==> config.mk <==
export PLATFORM = sky130hd
export DESIGN_NAME = css_clock_safeguard
export DESIGN_NICKNAME = d
export VERILOG_FILES = /design/src/verilog/css_pkg.sv /design/src/verilog/css_clock_safeguard.sv
export SDC_FILE = /design/constraint.sdc
export NUM_CORES = 1
export LEC_CHECK = 0
export BUFFER_PORTS_ARGS = -buffer_cell sky130_fd_sc_hd__buf_2
export CORE_MARGIN = 1
export CORE_UTILIZATION = 51
export CTS_CLUSTER_SIZE = 25
export DETAILED_ROUTE_END_ITERATION = 7
export PLACE_DENSITY = 0.82
export SYNTH_ARGS = -nofsm -noshare
export SYNTH_HDL_FRONTEND = slang
export SYNTH_SLANG_ARGS = --single-unit
export TNS_END_PERCENT = 5
==> constraint.sdc <==
create_clock -name clk_i -period 3.6 [get_ports clk_i]
set_clock_uncertainty 0.15 [all_clocks]
set_input_delay 0.18 -clock clk_i [delete_from_list [all_inputs] [get_ports clk_i]]
set_output_delay 0.18 -clock clk_i [all_outputs]
set_load 0.03 [all_outputs]
==> src/verilog/css_pkg.sv <==
// shared constants and types for the clock source safeguard block
package css_pkg;

    ////////////////////////////////////////////////////////////////////////////////
    // timing, 200 MHz system clock
    localparam int CLK_PERIOD_PS = 5000;
    // shortest accepted oscillator half period; shorter pulses count as spikes
    localparam int SPIKE_NS = 40;
    localparam int SPIKE_CYC = (SPIKE_NS * 1000 + CLK_PERIOD_PS - 1) / CLK_PERIOD_PS;
    // shortest internal clock period under the safeguard (frequency cap)
    localparam int CAP_NS = 125;
    localparam int CAP_CYC = (CAP_NS * 1000 + CLK_PERIOD_PS - 1) / CLK_PERIOD_PS;
    // longest gap between main oscillator edges before one counts as missing
    localparam int MISS_NS = 1000;
    localparam int MISS_CYC = (MISS_NS * 1000) / CLK_PERIOD_PS;
    // backup oscillator period
    localparam int BACKUP_NS = 2000;
    localparam int BACKUP_CYC = (BACKUP_NS * 1000) / CLK_PERIOD_PS;
    // good main edges seen before the main oscillator counts as started
    localparam int START_EDGES = 16;
    // internal clock dividers
    localparam int PERIPH_DIV = 12;
    localparam int CORE_DIV = 13;
    // machine cycles per instruction
    localparam logic [2:0] INSTR_LEN_2 = 3'h2;
    localparam logic [2:0] INSTR_LEN_4 = 3'h4;
    localparam logic [2:0] INSTR_LEN_5 = 3'h5;

    ////////////////////////////////////////////////////////////////////////////////
    // register map: printed offsets are word indices, byte address is four times
    localparam logic [7:0] CONV_CTRL_IDX = 8'hd1;
    localparam logic [11:0] CONV_CTRL_ADDR = 12'h344;
    localparam logic [11:0] CLK_STATUS_ADDR = 12'h400;
    localparam int OSC_STOP_BIT = 2;
    localparam logic OSC_STOP_RST = 1'b0;
    localparam int STAT_BACKUP_BIT = 0;
    localparam int STAT_HANDOVER_BIT = 1;
    localparam int STAT_MAIN_OK_BIT = 2;
    localparam int STAT_SAFEGUARD_BIT = 3;
    localparam int STAT_RC_BIT = 4;

    ////////////////////////////////////////////////////////////////////////////////
    // types
    typedef enum logic [1:0] {
        CSS_MAIN = 2'h0,
        CSS_BACKUP = 2'h1,
        CSS_HANDOVER = 2'h3
    } css_state_t;

    typedef struct packed {
        logic int_tick;
        logic periph_tick;
        logic core_tick;
        logic instr_end;
    } css_ticks_t;

    typedef struct packed {
        logic cyc;
        logic stb;
        logic we;
        logic [3:0] sel;
        logic [11:0] adr;
        logic [31:0] dat;
    } css_wb_req_t;

endpackage

==> src/verilog/css_clock_safeguard.sv <==
// clock source selection, safeguard filter, backup failover and clock dividers
// Notes on behaviour
// - peripheral tick is internal clock over 12, core tick internal clock over 13
// - instructions last two, four or five machine cycles (core ticks)
// - strap selects crystal/resonator or resistor main oscillator type
// - with safeguard, stop bit halts main oscillator and backup takes over
// - clearing stop bit or reset turns the main oscillator back on
// - return to main waits start-up plus end of current instruction on backup
// - backup exists only with safeguard; starts one period after a missing edge
// - on backup the core runs unchanged, only at the slower rate
// - after reset backup clocks everything until main oscillator runs
// - backup switches off at the first instruction end after main oscillator is running
// - converter control bit 2 stops main oscillator when one, only with the safeguard fitted
// - other converter control bits have no function here, read zero
// - safeguard strap off disables filtering, capping and the backup
// - safeguard filters spikes and caps the internal clock rate
// - over-frequency input cycles are dropped to stay below the cap
//
// Chosen here: the Wishbone slave port.
`timescale 1ns/1ps
module css_clock_safeguard (
    // clock and reset
    input wire logic clk_i,
    input wire logic rst_i,
    // classic wishbone slave
    input wire css_pkg::css_wb_req_t wb_req_i,
    output logic [31:0] wb_dat_o,
    output logic wb_ack_o,
    // mask option straps, caught during reset
    input wire logic strap_safeguard_i,
    input wire logic strap_rc_osc_i,
    // oscillator pins and core handshake
    input wire logic osc_main_i,
    input wire logic [2:0] instr_len_i,
    output logic osc_main_en_o,
    output logic osc_rc_mode_o,
    output logic backup_osc_en_o,
    // derived clock ticks
    output css_pkg::css_ticks_t ticks_o
);

    ////////////////////////////////////////////////////////////////////////////////
    // straps and control register
    logic safeguard_q;
    logic rc_mode_q;
    logic main_osc_stop_q;
    logic main_osc_stop_d;

    // straps are sampled while reset is held so they are stable from release
    always_ff @(posedge clk_i) begin
        if (rst_i) begin
            safeguard_q <= strap_safeguard_i;
            rc_mode_q <= strap_rc_osc_i;
        end
    end

    ////////////////////////////////////////////////////////////////////////////////
    // wishbone decode
    wire wb_req = wb_req_i.cyc & wb_req_i.stb;
    wire hit_ctrl = wb_req_i.adr == css_pkg::CONV_CTRL_ADDR;
    wire hit_stat = wb_req_i.adr == css_pkg::CLK_STATUS_ADDR;
    wire ctrl_wr = wb_req & wb_ack_o & wb_req_i.we & hit_ctrl & wb_req_i.sel[0];
    wire wb_ack_d = wb_req & ~wb_ack_o;

    // stop bit only matters with the safeguard fitted, a reset always clears it
    assign main_osc_stop_d = ctrl_wr ? wb_req_i.dat[css_pkg::OSC_STOP_BIT] : main_osc_stop_q;

    ////////////////////////////////////////////////////////////////////////////////
    // main oscillator spike filter
    logic osc_lvl_q;
    logic [7:0] spike_cnt_q;
    logic [7:0] spike_cnt_d;
    logic osc_lvl_d;
    wire osc_live = osc_main_en_o;
    wire osc_in = osc_live & osc_main_i;
    wire osc_differs = osc_in != osc_lvl_q;
    wire spike_done = spike_cnt_q >= 8'(css_pkg::SPIKE_CYC - 1);

    // with the safeguard a level must persist before it is believed
    assign osc_lvl_d = !safeguard_q ? osc_in :
                       (osc_differs & spike_done) ? osc_in : osc_lvl_q;
    assign spike_cnt_d = (!osc_differs || spike_done) ? 8'h00 : spike_cnt_q + 8'h01;

    wire main_rise = osc_lvl_d & ~osc_lvl_q;

    ////////////////////////////////////////////////////////////////////////////////
    // edge supervision and source state
    css_pkg::css_state_t state_q;
    css_pkg::css_state_t state_d;
    logic [9:0] miss_cnt_q;
    logic [9:0] gap_cnt_q;
    logic [9:0] bk_cnt_q;
    logic [4:0] start_cnt_q;
    logic [9:0] miss_cnt_d;
    logic [9:0] gap_cnt_d;
    logic [9:0] bk_cnt_d;
    logic [4:0] start_cnt_d;

    wire missing = miss_cnt_q >= 10'(css_pkg::MISS_CYC);
    wire main_ok = start_cnt_q == 5'(css_pkg::START_EDGES);
    wire lost_main = safeguard_q & (missing | main_osc_stop_q);
    wire gap_ok = !safeguard_q || gap_cnt_q >= 10'(css_pkg::CAP_CYC - 1);
    wire on_backup = state_q != css_pkg::CSS_MAIN;
    wire bk_wrap = bk_cnt_q == 10'(css_pkg::BACKUP_CYC - 1);
    wire instr_end;

    assign miss_cnt_d = main_rise ? 10'h000 : (missing ? miss_cnt_q : miss_cnt_q + 10'h001);
    // a running main oscillator is counted good edge by edge, reset on a missing edge or the stop bit
    assign start_cnt_d = (missing | main_osc_stop_q) ? 5'h00 :
                         (main_rise & !main_ok) ? start_cnt_q + 5'h01 : start_cnt_q;

    always_comb begin
        state_d = state_q;
        case (state_q)
            css_pkg::CSS_MAIN: begin
                if (lost_main) begin
                    state_d = css_pkg::CSS_BACKUP;
                end
            end
            css_pkg::CSS_BACKUP: begin
                if (main_ok) begin
                    state_d = css_pkg::CSS_HANDOVER;
                end
            end
            css_pkg::CSS_HANDOVER: begin
                if (!main_ok) begin
                    state_d = css_pkg::CSS_BACKUP;
                end else if (instr_end) begin
                    state_d = css_pkg::CSS_MAIN;
                end
            end
            default: begin
                state_d = css_pkg::CSS_BACKUP;
            end
        endcase
    end

    ////////////////////////////////////////////////////////////////////////////////
    // internal clock tick
    wire main_tick = main_rise & gap_ok;
    // backup divider restarts on entry, so its first tick is a full period late
    wire bk_tick = bk_wrap & gap_ok;
    wire int_tick = on_backup ? bk_tick : main_tick;

    assign bk_cnt_d = (!on_backup || bk_wrap) ? 10'h000 : bk_cnt_q + 10'h001;
    assign gap_cnt_d = int_tick ? 10'h000 :
                       (gap_cnt_q == 10'h3ff) ? gap_cnt_q : gap_cnt_q + 10'h001;

    ////////////////////////////////////////////////////////////////////////////////
    // dividers and machine cycle accounting
    logic [3:0] per_cnt_q;
    logic [3:0] core_cnt_q;
    logic [2:0] mc_cnt_q;
    logic [2:0] mc_len_q;
    logic [3:0] per_cnt_d;
    logic [3:0] core_cnt_d;
    logic [2:0] mc_cnt_d;
    logic [2:0] mc_len_d;

    wire per_wrap = int_tick & (per_cnt_q == 4'(css_pkg::PERIPH_DIV - 1));
    wire core_wrap = int_tick & (core_cnt_q == 4'(css_pkg::CORE_DIV - 1));
    wire len_ok = instr_len_i == css_pkg::INSTR_LEN_2 || instr_len_i == css_pkg::INSTR_LEN_4
                  || instr_len_i == css_pkg::INSTR_LEN_5;
    wire [2:0] next_len = len_ok ? instr_len_i : css_pkg::INSTR_LEN_2;

    assign per_cnt_d = !int_tick ? per_cnt_q : (per_wrap ? 4'h0 : per_cnt_q + 4'h1);
    assign core_cnt_d = !int_tick ? core_cnt_q : (core_wrap ? 4'h0 : core_cnt_q + 4'h1);
    assign instr_end = core_wrap & (mc_cnt_q == mc_len_q - 3'h1);
    assign mc_cnt_d = !core_wrap ? mc_cnt_q : (instr_end ? 3'h0 : mc_cnt_q + 3'h1);
    // length is taken at each instruction boundary
    assign mc_len_d = instr_end ? next_len : mc_len_q;

    ////////////////////////////////////////////////////////////////////////////////
    // read data
    wire [31:0] stat_word = {27'h0000000, rc_mode_q, safeguard_q, main_ok,
                             state_q == css_pkg::CSS_HANDOVER, on_backup};
    wire [31:0] ctrl_word = 32'(main_osc_stop_q) << css_pkg::OSC_STOP_BIT;
    wire [31:0] rd_word = hit_ctrl ? ctrl_word : (hit_stat ? stat_word : 32'h00000000);

    ////////////////////////////////////////////////////////////////////////////////
    // registers
    always_ff @(posedge clk_i) begin
        if (rst_i) begin
            main_osc_stop_q <= css_pkg::OSC_STOP_RST;
            wb_ack_o <= 1'b0;
            wb_dat_o <= 32'h00000000;
            osc_lvl_q <= 1'b0;
            spike_cnt_q <= 8'h00;
            state_q <= css_pkg::CSS_BACKUP;
            miss_cnt_q <= 10'h000;
            gap_cnt_q <= 10'h000;
            bk_cnt_q <= 10'h000;
            start_cnt_q <= 5'h00;
            per_cnt_q <= 4'h0;
            core_cnt_q <= 4'h0;
            mc_cnt_q <= 3'h0;
            mc_len_q <= css_pkg::INSTR_LEN_2;
        end else begin
            main_osc_stop_q <= main_osc_stop_d;
            wb_ack_o <= wb_ack_d;
            wb_dat_o <= wb_ack_d ? rd_word : 32'h00000000;
            osc_lvl_q <= osc_lvl_d;
            spike_cnt_q <= spike_cnt_d;
            // without the safeguard there is no backup source at all
            state_q <= safeguard_q ? state_d : css_pkg::CSS_MAIN;
            miss_cnt_q <= miss_cnt_d;
            gap_cnt_q <= gap_cnt_d;
            bk_cnt_q <= bk_cnt_d;
            start_cnt_q <= start_cnt_d;
            per_cnt_q <= per_cnt_d;
            core_cnt_q <= core_cnt_d;
            mc_cnt_q <= mc_cnt_d;
            mc_len_q <= mc_len_d;
        end
    end

    // output flops
    always_ff @(posedge clk_i) begin
        if (rst_i) begin
            osc_main_en_o <= 1'b1;
            osc_rc_mode_o <= 1'b0;
            backup_osc_en_o <= 1'b0;
            ticks_o <= '0;
        end else begin
            osc_main_en_o <= !(safeguard_q & main_osc_stop_d);
            osc_rc_mode_o <= rc_mode_q;
            backup_osc_en_o <= safeguard_q & (state_d != css_pkg::CSS_MAIN);
            ticks_o.int_tick <= int_tick;
            ticks_o.periph_tick <= per_wrap;
            ticks_o.core_tick <= core_wrap;
            ticks_o.instr_end <= instr_end;
        end
    end

endmodule

* Yosys cells after proc, flatten, opt, wreduce, memory -nomap -nowiden
Index checks and enable logic that the tools add are counted.
Word-level totals: output and inout port bits 40, register bits 103
Cells by class: $lt $le $gt $ge 3, bitwise operators 24, muxes and demuxes 16, reductions and logical operators 22, eq/ne operators 14, $add $sub $neg 9
Operators with widths (number):
- $add 10x1->10 const B | 3
- $and 1x1->1 | 18
- $reduce_or 2->1 | 7
- $eq 12x10->1 const B | 1
- $eq 12x11->1 const B | 1
- $mux 3 | 4
- $eq 10x10->1 const B | 1
- $eq 10x9->1 const B | 1
- $ge 10x5->1 const B | 1
- $ge 10x8->1 const B | 1
- $add 4x1->4 const B | 2
- $add 8x1->8 const B | 1
- $eq 4x4->1 const B | 2
- $ge 8x3->1 const B | 1
- $mux 2 | 4
- $mux 4 | 2
- $eq 3x3->1 const B | 2
- $pmux 2 s3 | 1
- $add 5x1->5 const B | 1
- $eq 5x5->1 const B | 1
- $logic_not 1->1 | 5
- $logic_or 1x1->1 | 5
- $mux 1 | 5
- $not 1->1 | 5
- 12 further kinds | 13

* Longest topological paths before layout
depth after elaboration 15, depth in mapped cells 8, mapped depth without buffers 7

* Worst setup path before layout
OpenSTA, ideal clock, no wires.
kind reg2reg, from register bk_cnt_q[5], to register mc_cnt_q[0], path slack 1124 ps, required time 3380 ps, path buffers 1, cell stages (with the launch flop) 7, arrival 2255 ps, path through dfxtp_1 -> or4_1 -> or4_4 -> a21o_1 -> buf_6 -> or4_1 -> a21oi_1
On the way: longest elaborated chain between the ends 6
RTL lines:
- start, declared | line css_clock_safeguard.sv:92 | logic [9:0] bk_cnt_q;
- start signal, assigned | line css_clock_safeguard.sv:208 | bk_cnt_q <= bk_cnt_d;
- $eq 10x9->1 (*) | line css_clock_safeguard.sv:104 | wire bk_wrap = bk_cnt_q == 10'(css_pkg::BACKUP_CYC - 1);
- $and 1x1->1 (*) | line css_clock_safeguard.sv:142 | wire bk_tick = bk_wrap & gap_ok;
- $mux 1 (*) | line css_clock_safeguard.sv:143 | wire int_tick = on_backup ? bk_tick : main_tick;
- $and 1x1->1 (*) | line css_clock_safeguard.sv:161 | wire core_wrap = int_tick & (core_cnt_q == 4'(css_pkg::CORE_DIV - 1));
- $and 1x1->1 | line css_clock_safeguard.sv:168 | assign instr_end = core_wrap & (mc_cnt_q == mc_len_q - 3'h1);
- $mux 3 | line css_clock_safeguard.sv:169 | assign mc_cnt_d = !core_wrap ? mc_cnt_q : (instr_end ? 3'h0 : mc_cnt_q + 3'h1);
- end signal, assigned | line css_clock_safeguard.sv:212 | mc_cnt_q <= mc_cnt_d;
- end, declared | line css_clock_safeguard.sv:153 | logic [2:0] mc_cnt_q;
Mark *: on every way between the ends. The rest lies on a longest branch, timed or not. A chain may end at the register's enable or synchronous reset.

* Worst setup path in the final report
from register bk_cnt_q[5], to register mc_len_q[0]
On the way: longest elaborated chain between the ends 5
RTL lines:
- $eq 10x9->1 | line css_clock_safeguard.sv:104
- $and 1x1->1 | line css_clock_safeguard.sv:142
- $mux 1 | line css_clock_safeguard.sv:143
- $and 1x1->1 | line css_clock_safeguard.sv:161
- $and 1x1->1 | line css_clock_safeguard.sv:168
- end signal, assigned | line css_clock_safeguard.sv:197 | mc_len_q <= css_pkg::INSTR_LEN_2;
- end signal, assigned | line css_clock_safeguard.sv:213 | mc_len_q <= mc_len_d;
- end, declared | line css_clock_safeguard.sv:154 | logic [2:0] mc_len_q;
Every way passes these cells.

==> results.toml <==
[outcome]
status = "finished clean"

[floorplan]
die_x_um = 83.3
die_h_um = 83.3
initial_core_util_pct = 52.8
rows = 29
io_pins = 99
die_area_mm2 = 0.00695
coreArea_mm2 = 0.00639

[placed_design]
gp_congestion = 0.810
numPortBuffers = 37
dpl.hpwl_um = 4380
detailedPlace.worstSlack_ns = 0.867
dpl_cell_area_mm2 = 0.00354
placedCellCount = 487

[global_routing]
grt_max_degree = 31
grt_pass1_wl_um = 10700
grt_use_total_pct = 19.2
gr-total-overflow = 0
antenna_found_initial = 0
grt_pass1_vias = 2465

[hold_path]
hold_path_class = "input pin to register"
hold-path-endpoint = "wb_dat_o[2]$_SDFF_PP0_"
min_path_cells = 4
min_from = "wb_req_i[39]"

[power]
sw_frac_of_total_pct = 23.4
p_leak_nw = 1.60
clkPwrFrac_pct = 44.2
peakVddDrop_mv = 0.263
finalPower_mw = 1.80
powerDensity_mw_per_mm2 = 466
comb_power_share_pct = 7.2
seqPwrFrac_pct = 48.6
internal_power_mw = 1.38
power.switching_uw = 423

[sta]
tns_ns = 0
max_freq_mhz = 342
worst_slack_ns = 0.679
maxSlewViolCount = 0
maxSlewHeadroom_pct = 25.5
fin_hold_ws_ns = 0.0171
finalCritPeriodShare_pct = 81.1
min_period_ns = 2.92
report.final.setup_viol = 0
rsz0062_at_grt = "false"
worst_pin_slew_ns = 1.10
hold_viol = 0

[synth]
async_reset_ff_share_pct = 0
yosys_warnings = 0
yosysUniqueCellTypes = 44
synth_xor_xnor_area_share_pct = 7.68
synth_area_mm2 = 0.00337
avgSynthCellArea_um2 = 8.97
seq_area_frac_synth_pct = 45.7
synth-seq-cells = 76
synth_edf_count = 2
synth-simple-area-share_pct = 23.9
synthCells = 376
synthFlopType = "dfxtp_1"
synth-adder-area-share_pct = 4.82
synth_mux_area_share_pct = 1.19
synth_compound_area_share_pct = 7.97
synth_top_family_by_area = "simple AND/OR/NAND/NOR gates"

[drt]
dr.pass1.iters = 4
vias = 2646
drc_errors = 0
wl_per_cell_um = 12.3
drt-initial-drc-count = 155
viasPerCell = 5.18
antenna_left = 0
drt-total-wl_um = 6270

[final_layout]
diodes = 0
postLayoutCellArea_mm2 = 0.00386
fin_cells = 511
utilization_pct = 60.5
nets = 501
areaGrowthSynthToFinish_pct = 14.5
drive_gt1_share_pct = 13.4
fillers = 552

[setup_path]
r2r_start = "bk_cnt_q[5]$_SDFF_PP0_"
arrival_ns = 3.06
reg2reg_slack_ns = 0.68
start_kind = "register"
required_ns = 3.74
cpMaxStageDelayCell = "dlygate4sd3_1"
path_cells = "or4_1 -> or4_4 -> a211oi_2 -> nand3_1 -> dlygate4sd3_1 -> a21oi_1"
crit_type = "register to register"
r2r-end = "mc_len_q[0]$_SDFFE_PP0P_"
cp_max_fo = 6
max_stage_delay_ns = 0.58
crit_path_end_kind = "register"
r2r.worst_path.cells = 6

[cts]
cts_inserted_buffers = 9
clock_latency_ns = 0.35
cts_resized = 0
clkSinkCount = 76
cts_tree = "yes"
clkTransAtPathRegs_ns = 0.09
cts-root-buf = "clkbuf_8"
cts_hold_buffers = 8
clk_path_buf_depth = 2
cts_setup_buffers = 0
htree_levels = 3

[flow_run]
max_cap_violations = 0
[power groups by stage]
stage | Sequential (mW) | Clock (mW) | Combinational (mW)
after global routing | 0.879 | 0.848 | 0.141
after global placement | 0.894 | 0 | 0.118
after detailed placement | 0.895 | 0 | 0.122
final | 0.876 | 0.796 | 0.130
after floorplan | 0.896 | 0 | 0.112
after CTS | 0.876 | 0.808 | 0.129
[cells in the final DEF, fill, tap and decap left out, drive strengths merged, types with 8 or more instances in the layout]
| master | instances |
|---|---|
| nand3 | 23 |
| nand4 | 8 |
| buf | 37 |
| nor3 | 13 |
| conb | 31 |
| nor2 | 51 |
| xnor2 | 13 |
| inv | 16 |
| nand2 | 24 |
| ha | 13 |
| clkbuf | 10 |
| dfxtp | 74 |
| and3 | 11 |
| dlygate4sd3 | 8 |
| xor2 | 14 |
| a21oi | 18 |
[state kept, by name (all words and copies together) (netlist names)]
name	count
osc_rc_mode_o	1
gap_cnt_q	10
mc_len_q	3
osc_lvl_q	1
start_cnt_q	5
main_osc_stop_q	1
mc_cnt_q	3
wb_ack_o	1
backup_osc_en_o	1
core_cnt_q	4
spike_cnt_q	8
osc_main_en_o	1
miss_cnt_q	10
rc_mode_q	1
ticks_o	4
wb_dat_o	5
state_q	2
bk_cnt_q	10
safeguard_q	1
per_cnt_q	4
[layer usage]
| layer | wire [µm] | GRT usage [%] | part of all wire, % |
|---|---|---|---|
| met5 | 0 | 0 | 0 |
| met4 | 155 | 11.0 | 2.5 |
| met3 | 311 | 4.37 | 5.0 |
| met2 | 2880 | 30.6 | 46 |
| met1 | 2920 | 24.0 | 47 |
[worst max-delay path by stage]
stage	start	end	slack (ns)	cells after the start
floorplan	bk_cnt_q[5]$_SDFF_PP0_	mc_cnt_q[0]$_SDFFE_PP0P_	1.12	6
global placement	bk_cnt_q[5]$_SDFF_PP0_	mc_cnt_q[2]$_SDFFE_PP0P_	0.91	5
detailed placement	bk_cnt_q[5]$_SDFF_PP0_	mc_cnt_q[2]$_SDFFE_PP0P_	0.87	5
CTS	bk_cnt_q[5]$_SDFF_PP0_	mc_len_q[0]$_SDFFE_PP0P_	0.68	6
global route	bk_cnt_q[4]$_SDFF_PP0_	mc_len_q[0]$_SDFFE_PP0P_	0.55	6
finish	bk_cnt_q[5]$_SDFF_PP0_	mc_len_q[0]$_SDFFE_PP0P_	0.68	6
[layout make-up]
cell class	instances	area, µm²	share of cell area [%]
inverter	16	60.1	1.55
timing repair buffer	45	265	6.86
multi-input combinational	281	1650	42.8
clock buffer	10	138	3.56
sequential	76	1540	39.9
clock inverter	6	111	2.88
tap	77	96.3	2.49
[cells by family (layout without fill, tap and decap cells)]
kind of cell	Yosys count	after routing
compound gates	43	43
xor+xnor	28	28
fa+ha+maj	13	13
buf+inv	49	77
flops	76	76
mux	4	4
other cells	1	31
simple gates	162	162
[cell usage after synthesis, drive strengths merged (2+ instances only)]
| master | n | area share (%) |
|---|---|---|
| nor2b | 4 | 0.74 |
| or4 | 5 | 1.2 |
| o21a | 3 | 0.67 |
| edfxtp | 2 | 1.8 |
| nand2 | 24 | 2.7 |
| nand2b | 2 | 0.37 |
| or3 | 3 | 0.56 |
| nor4 | 6 | 1.1 |
| a21oi | 18 | 2.7 |
| o31ai | 2 | 0.44 |
| ha | 13 | 4.8 |
| nor3 | 13 | 1.9 |
| a31oi | 4 | 0.74 |
| buf | 29 | 6.5 |
| mux2i | 4 | 1.2 |
| xor2 | 14 | 3.6 |
| a211oi | 4 | 1.0 |
| nor2 | 51 | 5.7 |
| a21o | 2 | 0.44 |
| or2 | 3 | 0.56 |
| and2 | 3 | 0.56 |
| inv | 16 | 1.8 |
| nand4 | 8 | 1.5 |
| nand3b | 2 | 0.44 |
| and3 | 11 | 2.0 |
| dfxtp | 74 | 44 |
| xnor2 | 13 | 3.4 |
| clkbuf | 4 | 0.44 |
| o21ai | 6 | 0.89 |
| nand3 | 23 | 3.4 |
[worst max-delay path: cells and delay by family, from the launching register on]
kind / cells / cell delay (ns)
and+or+nand+nor: 3 / 1.19
AOI/OAI and AO/OA: 2 / 0.60
DFF: 1 / 0.34
buffers and inverters: 1 / 0.58
No activity file was read; power rests on OpenSTA's default activity.
